## config.mk

```make
export PLATFORM = sky130hd
export DESIGN_NAME = flash_sector_protection
export DESIGN_NICKNAME = d
export VERILOG_FILES = /design/src/logic/flash_sector_protection_pkg.sv /design/src/logic/flash_sector_protection.sv
export VERILOG_INCLUDE_DIRS = /design/src /design/src/logic
export SDC_FILE = /design/constraint.sdc
export NUM_CORES = 1
export LEC_CHECK = 0
export BUFFER_PORTS_ARGS = -buffer_cell sky130_fd_sc_hd__buf_2
export CELL_PAD_IN_SITES_DETAIL_PLACEMENT = 0
export CELL_PAD_IN_SITES_GLOBAL_PLACEMENT = 1
export CORE_MARGIN = 2
export CORE_UTILIZATION = 29
export DETAILED_ROUTE_END_ITERATION = 8
export PLACE_DENSITY_LB_ADDON = 0.08
export SYNTH_ARGS = -nofsm -noshare
export SYNTH_HDL_FRONTEND = slang
export SYNTH_SLANG_ARGS = --single-unit
```

## constraint.sdc

```tcl
create_clock -name clk -period 2.1 [get_ports clk]
set_clock_uncertainty 0.2 [all_clocks]
set_input_delay 0.105 -clock clk [delete_from_list [all_inputs] [get_ports clk]]
set_output_delay 0.105 -clock clk [all_outputs]
set_load 0.01 [all_outputs]
```

## src/logic/flash_sector_protection_defs.svh

```systemverilog
// Purpose: constants for the sector protection logic
// Assumes: 24-bit decoded address, 8-bit registers
// Notes: each offset kept as printed
`ifndef FLASH_SECTOR_PROTECTION_DEFS_SVH
`define FLASH_SECTOR_PROTECTION_DEFS_SVH
// ----------------------------------------
// Register field layout
// ----------------------------------------
`define LOCK_WR_BIT 0
`define LOCK_DN_BIT 1
`define LOCK_RD_BIT 2
`define LOCK_RESET 8'h01
`define LOCK_FIELD_MASK 8'h07
`define READ_LOCKED_DATA 8'h00
// ----------------------------------------
// Hub mode register addresses (A22 low)
// ----------------------------------------
`define REG_HUB_S0 32'hFFBC0002
`define REG_HUB_S1 32'hFFBD0002
`define REG_HUB_S2 32'hFFBE0002
`define REG_HUB_S3 32'hFFBF0002
`define REG_HUB_S4 32'hFFBF8002
`define REG_HUB_S5 32'hFFBFA002
`define REG_HUB_S6 32'hFFBFC002
// Low-pin-count mode differs from hub mode in A23 and A22
`define REG_LPC_XOR 32'h00C00000
// ----------------------------------------
// Sector base addresses
// ----------------------------------------
`define SEC6_BASE 24'h03C000
`define SEC5_BASE 24'h03A000
`define SEC4_BASE 24'h038000
`define SEC3_BASE 24'h030000
`define SEC2_BASE 24'h020000
`define SEC1_BASE 24'h010000
`define ARRAY_MASK 24'h03FFFF
// ----------------------------------------
// Command codes
// ----------------------------------------
`define CMD_PROG_A 8'h40
`define CMD_PROG_B 8'h10
`define CMD_SEC_ERASE 8'h21
`define CMD_UNI_ERASE 8'h20
`endif

```

## src/logic/flash_sector_protection_pkg.sv

```systemverilog
// Purpose: types for the sector protection logic
// Assumes: nothing
// Notes: none
package flash_sector_protection_pkg;
   typedef logic [2:0] sector_t;
   typedef enum logic [1:0] {OP_NONE, OP_PROG, OP_SEC_ERASE, OP_UNI_ERASE} op_kind_t;
   typedef enum {ST_IDLE, ST_BUSY} op_state_t;
endpackage

```

## src/logic/flash_sector_protection.sv

```systemverilog
// Purpose: per-sector lock registers and program/erase/read gating
// Assumes: host bus framing decoded upstream into one-cycle strobes
// Notes: one clock, synchronous reset
//
// Function
// - Top guard low blocks program/erase of sector 6
// - Top guard low blocks uniform erase of 6-3
// - Top guard high leaves register locks in charge
// - Write guard low blocks program/erase of 5-0
// - Uniform erase: write guard covers only 2-0
// - Fixed address-to-sector map; program codes 40H,10H
// - Guard pins sampled once at operation start
// - Guard pins block despite cleared write lock
// - Guard pins never change or show in registers
// - Read lock settable while guard protects sector
// - Registers at two addresses, by mode bit
// - Registers readable and writable, three lock bits
// - Reset loads 01H into every register
// - Read-locked sector returns 00H, no status flag
// - Lock bits change only when not locked down
// - Write-locked target refused, sector-lock error flagged
// - Write lock sampled at operation start
// - Register read returns current lock bits
// - Bit 2 read, bit 1 down, bit 0 write lock
// - Lock-down set once, then writes ignored
`include "flash_sector_protection_defs.svh"

module flash_sector_protection
   import flash_sector_protection_pkg::*;
#(
   parameter int NUM_SECTORS = 7
) (
   input wire logic clk,
   input wire logic sys_rst,
   input wire logic top_boot_guard_n,
   input wire logic write_guard_n,
   input wire logic hub_mode,
   input wire logic reg_wr,
   input wire logic reg_rd,
   input wire logic [31:0] reg_addr,
   input wire logic [7:0] reg_wdata,
   output logic [7:0] reg_rdata,
   output logic reg_hit,
   input wire logic op_start,
   input wire logic [7:0] op_cmd,
   input wire logic [23:0] op_addr,
   input wire logic op_done,
   output logic op_allow,
   output logic op_refused,
   output logic lock_error,
   output logic op_busy,
   input wire logic arr_rd,
   input wire logic [23:0] arr_addr,
   input wire logic [7:0] arr_data,
   output logic [7:0] rd_data
);

   // The address map and uniform erase groups are fixed for seven sectors
   if (NUM_SECTORS != 7) begin
      $error("Sector map fixed at seven sectors");
   end

   // ----------------------------------------
   // Decode functions
   // ----------------------------------------
   function automatic sector_t addr_to_sector(input logic [23:0] a);
      logic [23:0] m;
      m = a & `ARRAY_MASK;
      if (m >= `SEC6_BASE) begin
         addr_to_sector = 3'd6;
      end else if (m >= `SEC5_BASE) begin
         addr_to_sector = 3'd5;
      end else if (m >= `SEC4_BASE) begin
         addr_to_sector = 3'd4;
      end else if (m >= `SEC3_BASE) begin
         addr_to_sector = 3'd3;
      end else if (m >= `SEC2_BASE) begin
         addr_to_sector = 3'd2;
      end else if (m >= `SEC1_BASE) begin
         addr_to_sector = 3'd1;
      end else begin
         addr_to_sector = 3'd0;
      end
   endfunction

   function automatic op_kind_t cmd_kind(input logic [7:0] c);
      if (c == `CMD_PROG_A || c == `CMD_PROG_B) begin
         cmd_kind = OP_PROG;
      end else if (c == `CMD_SEC_ERASE) begin
         cmd_kind = OP_SEC_ERASE;
      end else if (c == `CMD_UNI_ERASE) begin
         cmd_kind = OP_UNI_ERASE;
      end else begin
         cmd_kind = OP_NONE;
      end
   endfunction

   // ----------------------------------------
   // Register address decode
   // ----------------------------------------
   logic [31:0] hub_addr;
   logic [NUM_SECTORS-1:0] reg_sel;
   logic [31:0] reg_map [NUM_SECTORS];

   assign reg_map[0] = `REG_HUB_S0;
   assign reg_map[1] = `REG_HUB_S1;
   assign reg_map[2] = `REG_HUB_S2;
   assign reg_map[3] = `REG_HUB_S3;
   assign reg_map[4] = `REG_HUB_S4;
   assign reg_map[5] = `REG_HUB_S5;
   assign reg_map[6] = `REG_HUB_S6;
   // Low-pin-count addresses are folded onto the hub set
   assign hub_addr = hub_mode ? reg_addr : (reg_addr ^ `REG_LPC_XOR);

   always_comb begin
      for (int i = 0; i < NUM_SECTORS; i++) begin
         reg_sel[i] = (hub_addr == reg_map[i]);
      end
   end
   assign reg_hit = |reg_sel;

   // ----------------------------------------
   // Locking registers
   // ----------------------------------------
   logic [2:0] lock_q [NUM_SECTORS];

   // Guard pins are not an input here, so they cannot alter the bits
   always_ff @(posedge clk) begin
      for (int i = 0; i < NUM_SECTORS; i++) begin
         if (sys_rst) begin
            lock_q[i] <= 3'(`LOCK_RESET);
         end else if (reg_wr && reg_sel[i] && !lock_q[i][`LOCK_DN_BIT]) begin
            lock_q[i] <= reg_wdata[2:0];
         end
      end
   end

   always_ff @(posedge clk) begin
      if (sys_rst) begin
         reg_rdata <= 8'h00;
      end else if (reg_rd) begin
         reg_rdata <= 8'h00;
         for (int i = 0; i < NUM_SECTORS; i++) begin
            if (reg_sel[i]) begin
               reg_rdata <= {5'h00, lock_q[i]};
            end
         end
      end
   end

   // ----------------------------------------
   // Array read gating
   // ----------------------------------------
   always_ff @(posedge clk) begin
      if (sys_rst) begin
         rd_data <= 8'h00;
      end else if (arr_rd) begin
         if (lock_q[addr_to_sector(arr_addr)][`LOCK_RD_BIT]) begin
            rd_data <= `READ_LOCKED_DATA;
         end else begin
            rd_data <= arr_data;
         end
      end
   end

   // ----------------------------------------
   // Program and erase gating
   // ----------------------------------------
   op_state_t state_q;
   op_kind_t kind;
   sector_t sec;
   logic hw_block;
   logic sw_block;
   logic [NUM_SECTORS-1:0] uni_set;

   assign kind = cmd_kind(op_cmd);
   assign sec = addr_to_sector(op_addr);

   always_comb begin
      hw_block = 1'b0;
      sw_block = 1'b0;
      uni_set = '0;
      if (kind == OP_UNI_ERASE) begin
         if (sec >= 3'd3) begin
            uni_set = 7'h78;
            hw_block = !top_boot_guard_n;
         end else begin
            uni_set = 7'h01 << sec;
            hw_block = !write_guard_n;
         end
      end else if (sec == 3'd6) begin
         uni_set = 7'h40;
         hw_block = !top_boot_guard_n;
      end else begin
         uni_set = 7'h01 << sec;
         hw_block = !write_guard_n;
      end
      for (int i = 0; i < NUM_SECTORS; i++) begin
         if (uni_set[i] && lock_q[i][`LOCK_WR_BIT]) begin
            sw_block = 1'b1;
         end
      end
   end

   // Decision is taken only at start, so later pin or lock changes wait
   always_ff @(posedge clk) begin
      if (sys_rst) begin
         state_q <= ST_IDLE;
         op_allow <= 1'b0;
         op_refused <= 1'b0;
      end else begin
         op_refused <= 1'b0;
         op_allow <= 1'b0;
         case (state_q)
            ST_IDLE: begin
               if (op_start && kind != OP_NONE) begin
                  if (hw_block || sw_block) begin
                     op_refused <= 1'b1;
                  end else begin
                     op_allow <= 1'b1;
                     state_q <= ST_BUSY;
                  end
               end
            end
            ST_BUSY: begin
               if (op_done) begin
                  state_q <= ST_IDLE;
               end
            end
            default: state_q <= ST_IDLE;
         endcase
      end
   end
   assign op_busy = (state_q == ST_BUSY);

   always_ff @(posedge clk) begin
      if (sys_rst) begin
         lock_error <= 1'b0;
      end else if (state_q == ST_IDLE && op_start && kind != OP_NONE && sw_block) begin
         lock_error <= 1'b1;
      end else if (op_start && kind != OP_NONE && state_q == ST_IDLE) begin
         lock_error <= 1'b0;
      end
   end

   // ----------------------------------------
   // Checks
   // ----------------------------------------
   property p_top_guard;
      @(posedge clk) disable iff (sys_rst)
      (state_q == ST_IDLE && op_start && kind != OP_NONE && sec == 3'd6 && !top_boot_guard_n)
      |=> op_refused && !op_allow;
   endproperty
   a_top_guard: assert property (p_top_guard) else $error("Top sector op not refused");

   property p_uni_top;
      @(posedge clk) disable iff (sys_rst)
      (state_q == ST_IDLE && op_start && kind == OP_UNI_ERASE && sec == 3'd3 && !top_boot_guard_n)
      |=> op_refused;
   endproperty
   a_uni_top: assert property (p_uni_top) else $error("Uniform erase of top not refused");

   property p_wp_guard;
      @(posedge clk) disable iff (sys_rst)
      (state_q == ST_IDLE && op_start && kind == OP_PROG && sec < 3'd6 && !write_guard_n)
      |=> op_refused;
   endproperty
   a_wp_guard: assert property (p_wp_guard) else $error("Guarded program not refused");

   property p_uni_wp_free;
      @(posedge clk) disable iff (sys_rst)
      (state_q == ST_IDLE && op_start && kind == OP_UNI_ERASE && sec == 3'd4 && !write_guard_n
       && top_boot_guard_n && !sw_block) |=> op_allow;
   endproperty
   a_uni_wp_free: assert property (p_uni_wp_free) else $error("Uniform erase wrongly blocked");

   property p_wlock;
      @(posedge clk) disable iff (sys_rst)
      (state_q == ST_IDLE && op_start && kind == OP_PROG && lock_q[sec][`LOCK_WR_BIT])
      |=> op_refused && lock_error;
   endproperty
   a_wlock: assert property (p_wlock) else $error("Write-locked op not flagged");

   property p_busy_hold;
      @(posedge clk) disable iff (sys_rst)
      op_busy && !op_done |=> op_busy && !op_refused && !op_allow;
   endproperty
   a_busy_hold: assert property (p_busy_hold) else $error("Op decided while busy");

   property p_lockdown;
      @(posedge clk) disable iff (sys_rst)
      lock_q[3][`LOCK_DN_BIT] |=> $stable(lock_q[3]);
   endproperty
   a_lockdown: assert property (p_lockdown) else $error("Locked-down register changed");

   property p_rdlock;
      @(posedge clk) disable iff (sys_rst)
      arr_rd && lock_q[addr_to_sector(arr_addr)][`LOCK_RD_BIT] |=> rd_data == 8'h00;
   endproperty
   a_rdlock: assert property (p_rdlock) else $error("Read-locked data leaked");

   property p_reset_val;
      @(posedge clk) sys_rst |=> lock_q[6] == 3'h1 && lock_q[0] == 3'h1;
   endproperty
   a_reset_val: assert property (p_reset_val) else $error("Reset value wrong");

   property p_reserved;
      @(posedge clk) disable iff (sys_rst)
      reg_rdata[7:3] == 5'h00;
   endproperty
   a_reserved: assert property (p_reserved) else $error("Reserved bits nonzero");
endmodule

```

==> results of run 1 <==
## metrics by stage
| stage | setup WS, ps | cells |
|---|---|---|
| finish | 138.3 | 400 |
| global route | 17.99 | 400 |
| CTS | 119.6 | 400 |
| detailed placement | -21.34 | 380 |
| global placement | -23.03 | 380 |
| floorplan | 259.9 | 204 |
## metal layers
| metal | GRT usage (%) | wire length (µm) | up-vias |
|---|---|---|---|
| li1 | - | - | 989 |
| met1 | 19.37 | 2580 | 871 |
| met2 | 24.22 | 2452 | 94 |
| met3 | 3.905 | 438 | 5 |
| met4 | 3.409 | 44 | 0 |
| met5 | 0 | 0 | - |
## where the power goes
| group | switching (µW) | total (µW) | internal (µW) |
|---|---|---|---|
| combinational | 113 | 239 | 126 |
| sequential | 8.19 | 770 | 762 |
| clock | 250 | 483 | 233 |
| total | 371 | 1490 | 1120 |
## kinds of logic after synthesis
family | count (synthesis) | share of synthesized area (%)
compound gates | 45 | 15.60
buf+inv | 16 | 4.339
xor+xnor | 1 | 0.4403
simple gates | 93 | 27.04
mux | 8 | 5.597
other cells | 1 | 0.1885
flops | 36 | 46.79
## worst reg2reg max path, stage by stage (launching register included)
cell and delay (ps):
edfxtp_1 340, nor3b_1 180, a21oi_1 60, o21ai_0 180, a31oi_1 130, o41ai_1 240, dlygate4sd3_1 580
## state kept, by name, indices dropped and copies added, names as in the netlist
name / count
lock_error: 1
lock_q: 21
op_allow: 1
op_refused: 1
rd_data: 8
reg_rdata: 3
state_q: 1
## path summary, 6_finish.rpt
| check | endpoint | slack [ps] | cells after the start |
|---|---|---|---|
| max reg2reg | reg_rdata[1] | 140 | 6 |
| min reg2reg | rd_data[2] | 270 | 1 |
| min | op_refused | 30 | 4 |
| max | reg_rdata[1] | 140 | 6 |
## layout make-up
| cell class | instances | share of cell area (%) |
|---|---|---|
| multi-input cells | 152 | 34.93 |
| inverters | 5 | 0.6640 |
| well taps | 80 | 3.541 |
| clock inverters | 1 | 0.1771 |
| repair buffers | 119 | 25.06 |
| flip-flops and latches | 36 | 32.93 |
| clock buffers | 7 | 2.700 |
## cell usage after synthesis, types with 5 or more instances
master    instances  area (µm²)
dfxtp_1          15       300.3
nand3_1           9       45.04
buf_4             6       45.04
nand2_1          11       41.29
o21ai_0          11       55.05
inv_1             5       18.77
nand2b_1          9       56.30
a21oi_1           5       25.02
edfxtp_1         21       630.6
a22o_1            8       70.07
nor2_1           29       108.9
## cell usage in the layout (no fill, tap or decap), types with 3 or more instances in the layout
master and n:
or3_1 3, nand4_1 3, dlygate4sd3_1 12, buf_2 86, dfxtp_1 15, nand2b_1 9
a22o_1 8, o21ai_1 4, nor2_1 29, clkbuf_8 5, nor3_1 4, a21oi_1 5
edfxtp_1 21, o21ai_0 11, buf_4 21, inv_1 5, o21a_1 3, nand3b_1 4
nor4_1 3, nand2_1 11, conb_1 5, mux2i_1 4, nand3_1 9
## timing repair
| action | in CTS | in global routing |
|---|---|---|
| setup buffers | 0 | 0 |
| endpoints found under the hold margin | 14 | 0 |
| hold buffers | 12 | 0 |
==> flow_summary.toml, run 1 <==
[placed_design]
dpl_cell_area_um2 = 2625
dpl.hpwl_um = 4383
io_buffers = 86
place_congestion = 0.7352

[grt]
grt_overflow = 0
grt_pass1_vias = 1810
grt_pass1_wl_um = 8562
grt_max_degree = 13
grt_usage_pct = 14.74
antenna_found_initial = 0

[sta]
hold_ws_ps = 34.99
finalCritPeriodShare_pct = 93.41
clock.fmax_mhz = 509.8
grt_setup_unrepaired = "false"
final-hold-violation-count = 0
finalSetupTns_ps = 0
setup_violations = 0
worst_pin_slew_ps = 553.9
final.min_clock_period_ps = 1962
slew-limit-headroom_pct = 62.94
drv_slew = 0

[route]
drt-total-wl_um = 5515
drt_pass1_iterations = 4
dr.first_iter.drc_count = 49
drtAntennaViolNets = 0
via_per_inst = 4.898
drcViolationCount = 0
vias = 1959
routedWlPerCell_um = 13.79

[floorplan]
std_cell_rows = 30
start_util_pct = 29.61
die_y_um = 86.83
die_area_um2 = 7539
core_area_um2 = 6719
die_width_um = 86.83
num_io_pins = 135

[cts]
cts_buffer_depth = 2
cts_made_buffers = 5
clk_pin_slew_worst_paths_ps = 80
numClockSinks = 36
cts_tree = "done"
cts_resized = 0
clock_latency_ps = 290
cts_root_buffer = "clkbuf_8"
cts.htree.levels = 2

[logic_synthesis]
avgSynthCellArea_um2 = 9.947
async_flop_share_pct = 0
netlist_area_um2 = 1989
synth_warnings = 0
ys_seq_elements = 36
seq_area_frac_synth_pct = 46.79
synth_cells = 200
synth_enable_flop_cells = 21
synth_flop_cell = "edfxtp_1"
ys_types = 51

[worst_setup_path]
arrival_ps = 2000
worstPathBufferInverterCount = 1
critPathLaunch = "lock_q[0][1]"
path_cells = "nor3b_1, a21oi_1, o21ai_0, a31oi_1, o41ai_1, dlygate4sd3_1"
crit_slowest_cell = "dlygate4sd3_1"
critPathKind = "reg2reg"
end_kind = "register"
cp_top_family = "compound AO/OA/AOI/OAI gates"
rr_startpoint = "lock_q[0][1]"
slowest_delay_ps = 580
crit_required_ps = 2130
cp_max_fo = 2
critPathLaunchType = "register"

[power]
finalPower_uw = 1492
p_per_area_nw_per_um2 = 527.9
leakagePower_uw = 0.001175
ir_drop_v = 0.0002389

[finish]
seq_area_um2 = 930.9
multi_input_area_um2 = 987.2
final_area_um2 = 2826
fin_util_pct = 42.07
nets = 433
diodes = 0
syn_to_final_growth_pct = 42.08
fillers = 692
drive_above_1_share_pct = 38.75

[flow_run]
cap_violations = 0

[outcome]
status = "finished, final reports clean"

[worst_hold_path]
hold_class = "in2reg"
min_from = "op_cmd[7]"
Note: power is estimated with default switching activity, not from simulation.
==> inputs of run 2 (changes only) <==
Settings changed: GPL_TIMING_DRIVEN from default to 0.
==> run 2 against run 1 <==
Largest cell class unchanged; critical path depth shrank 1; total power grew 2.8%; global-route usage shrank 0.30 points; non-clock buffer count shrank 11; sequential power is essentially flat; largest power group unchanged; routed wire length shrank 3.4%.
==> flow_summary.toml, run 2 (synthesis results as in run 1) <==
[finish]
diodes = 0
final_cell_mix = "87 x buf_2, 29 x nor2_1, 21 x edfxtp_1, 15 x dfxtp_1, 13 x dlygate4sd3_1"
syn_to_final_growth_pct = 38.55
final_common_cell = "buf_2"
reg_top3 = "lock_q (21), rd_data (8), reg_rdata (3)"
nets = 422
largest_register_ffs = 21
drive_above_1_share_pct = 36.57
fillers = 702
fin_util_pct = 41.02
regMostFlops = "lock_q"

[power]
ir_drop_v = 0.0002311
leakagePower_uw = 0.001129
finalPower_uw = 1534
p_per_area_nw_per_um2 = 556.5

[sta]
clock.fmax_mhz = 500.3
finalCritPeriodShare_pct = 95.18
drv_slew = 0
slew-limit-headroom_pct = 65.30
worst_pin_slew_ps = 518.6
grt_setup_unrepaired = "false"
final.min_clock_period_ps = 1999
final-hold-violation-count = 0
setup_violations = 0

[cts]
cts.htree.levels = 2
numClockSinks = 36
clock_latency_ps = 290
cts_buffer_depth = 2
cts_made_buffers = 5
cts_root_buffer = "clkbuf_8"
cts_tree = "done"
clk_pin_slew_worst_paths_ps = 80

[grt]
grt_pass1_vias = 1804
grt_pass1_wl_um = 8500
grt_overflow = 0
antenna_found_initial = 0
grt_max_degree = 13
grt_usage_pct = 14.44

[floorplan]
die_y_um = 86.83
start_util_pct = 29.61
num_io_pins = 135
core_area_um2 = 6719
die_width_um = 86.83
std_cell_rows = 30
die_area_um2 = 7539

[worst_setup_path]
slowest_delay_ps = 450
crit_required_ps = 2070
end_kind = "register"
critPathCapture = "op_refused"
critPathKind = "reg2reg"
path_cells = "mux2_4, a32oi_1, o32ai_1, or3_1, o21a_1"
reg2reg_depth = 5
r2r_end = "op_refused"
critPathLaunch = "lock_q[4][0]"
crit_slowest_cell = "edfxtp_1"
arrival_ps = 1970
reg2reg_slack_ps = 100
critPathLaunchType = "register"
rr_startpoint = "lock_q[4][0]"
cp_max_fo = 3

[placed_design]
io_buffers = 84
place_congestion = 0.7410
dpl.hpwl_um = 4188

[outcome]
status = "finished, final reports clean"

[flow_run]
cap_violations = 0

[route]
vias = 1885
via_per_inst = 4.846
drt_pass1_iterations = 4
drcViolationCount = 0
drtAntennaViolNets = 0
drt-total-wl_um = 5326
dr.first_iter.drc_count = 53
routedWlPerCell_um = 13.69

[worst_hold_path]
hold_class = "in2reg"
run 2: changes by cell type in the layout (fill, tap and decap cells not counted), sizes merged:
| cell | before | now |
|---|---|---|
| clkbuf | 7 | 8 |
| inv | 5 | 6 |
| buf | 107 | 93 |
| dlygate4sd3 | 12 | 13 |
run 2: worst min path at each step:
stage | end | startpoint | cells after the start | slack, ps
after floorplan | reg_rdata[1] | sys_rst | 1 | 7
after global placement | rd_data[3] | arr_data[3] | 2 | 120
after detailed placement | rd_data[2] | arr_data[2] | 2 | 120
after CTS | op_refused | op_cmd[7] | 4 | 20
after global routing | op_refused | op_cmd[7] | 4 | 40
final | op_refused | op_cmd[7] | 4 | 30
run 2: area by class of cell:
class / instances / area (µm²) / area share, %
buffer: 11 / 67.56 / 2.451
inverter: 5 / 18.77 / 0.6809
multi-input combinational: 152 / 992.2 / 36.00
timing repair buffer: 97 / 550.5 / 19.97
clock buffer: 6 / 82.58 / 2.996
sequential: 36 / 930.9 / 33.77
tap: 80 / 100.1 / 3.631
clock inverter: 2 / 13.76 / 0.4993
run 2: power breakdown:
| group | switching [µW] | internal (µW) |
|---|---|---|
| clock network | 266 | 268 |
| logic | 112 | 118 |
| registers | 8.36 | 762 |
| total | 386 | 1150 |
run 2: critical path, delay by kind of cell (launching register included):
family	cells	cell delay (ps)
simple gates	1	420
mux	1	290
flops	1	450
compound gates	3	520
run 2: metrics by stage:
step	hold WS [ps]	setup TNS, ps	instances	setup WS [ps]	area (µm²)
after floorplan	7.418	0	204	259.9	2004
after global placement	118.0	-2512	368	-155.9	2525
after detailed placement	118.9	-3071	368	-176.4	2525
after CTS	25.00	0	389	93.09	2751
after global routing	43.60	0	389	5.419	2756
final	30.74	0	389	101.2	2756
run 2: timing repair:
item | CTS | global route
resized for setup | 0 | 6
endpoints found under the hold margin | 14 | 0
setup endpoints to repair | 0 | 8
setup buffers | 0 | 0
hold buffers | 13 | 0
run 2: metal layers:
metal / global-route usage, % / vias to the layer above / routed length, µm
li1: - / 968 / -
met1: 20.21 / 830 / 2544
met2: 22.76 / 83 / 2323
met3: 3.810 / 4 / 402
met4: 2.415 / 0 / 55
met5: 0 / - / 0
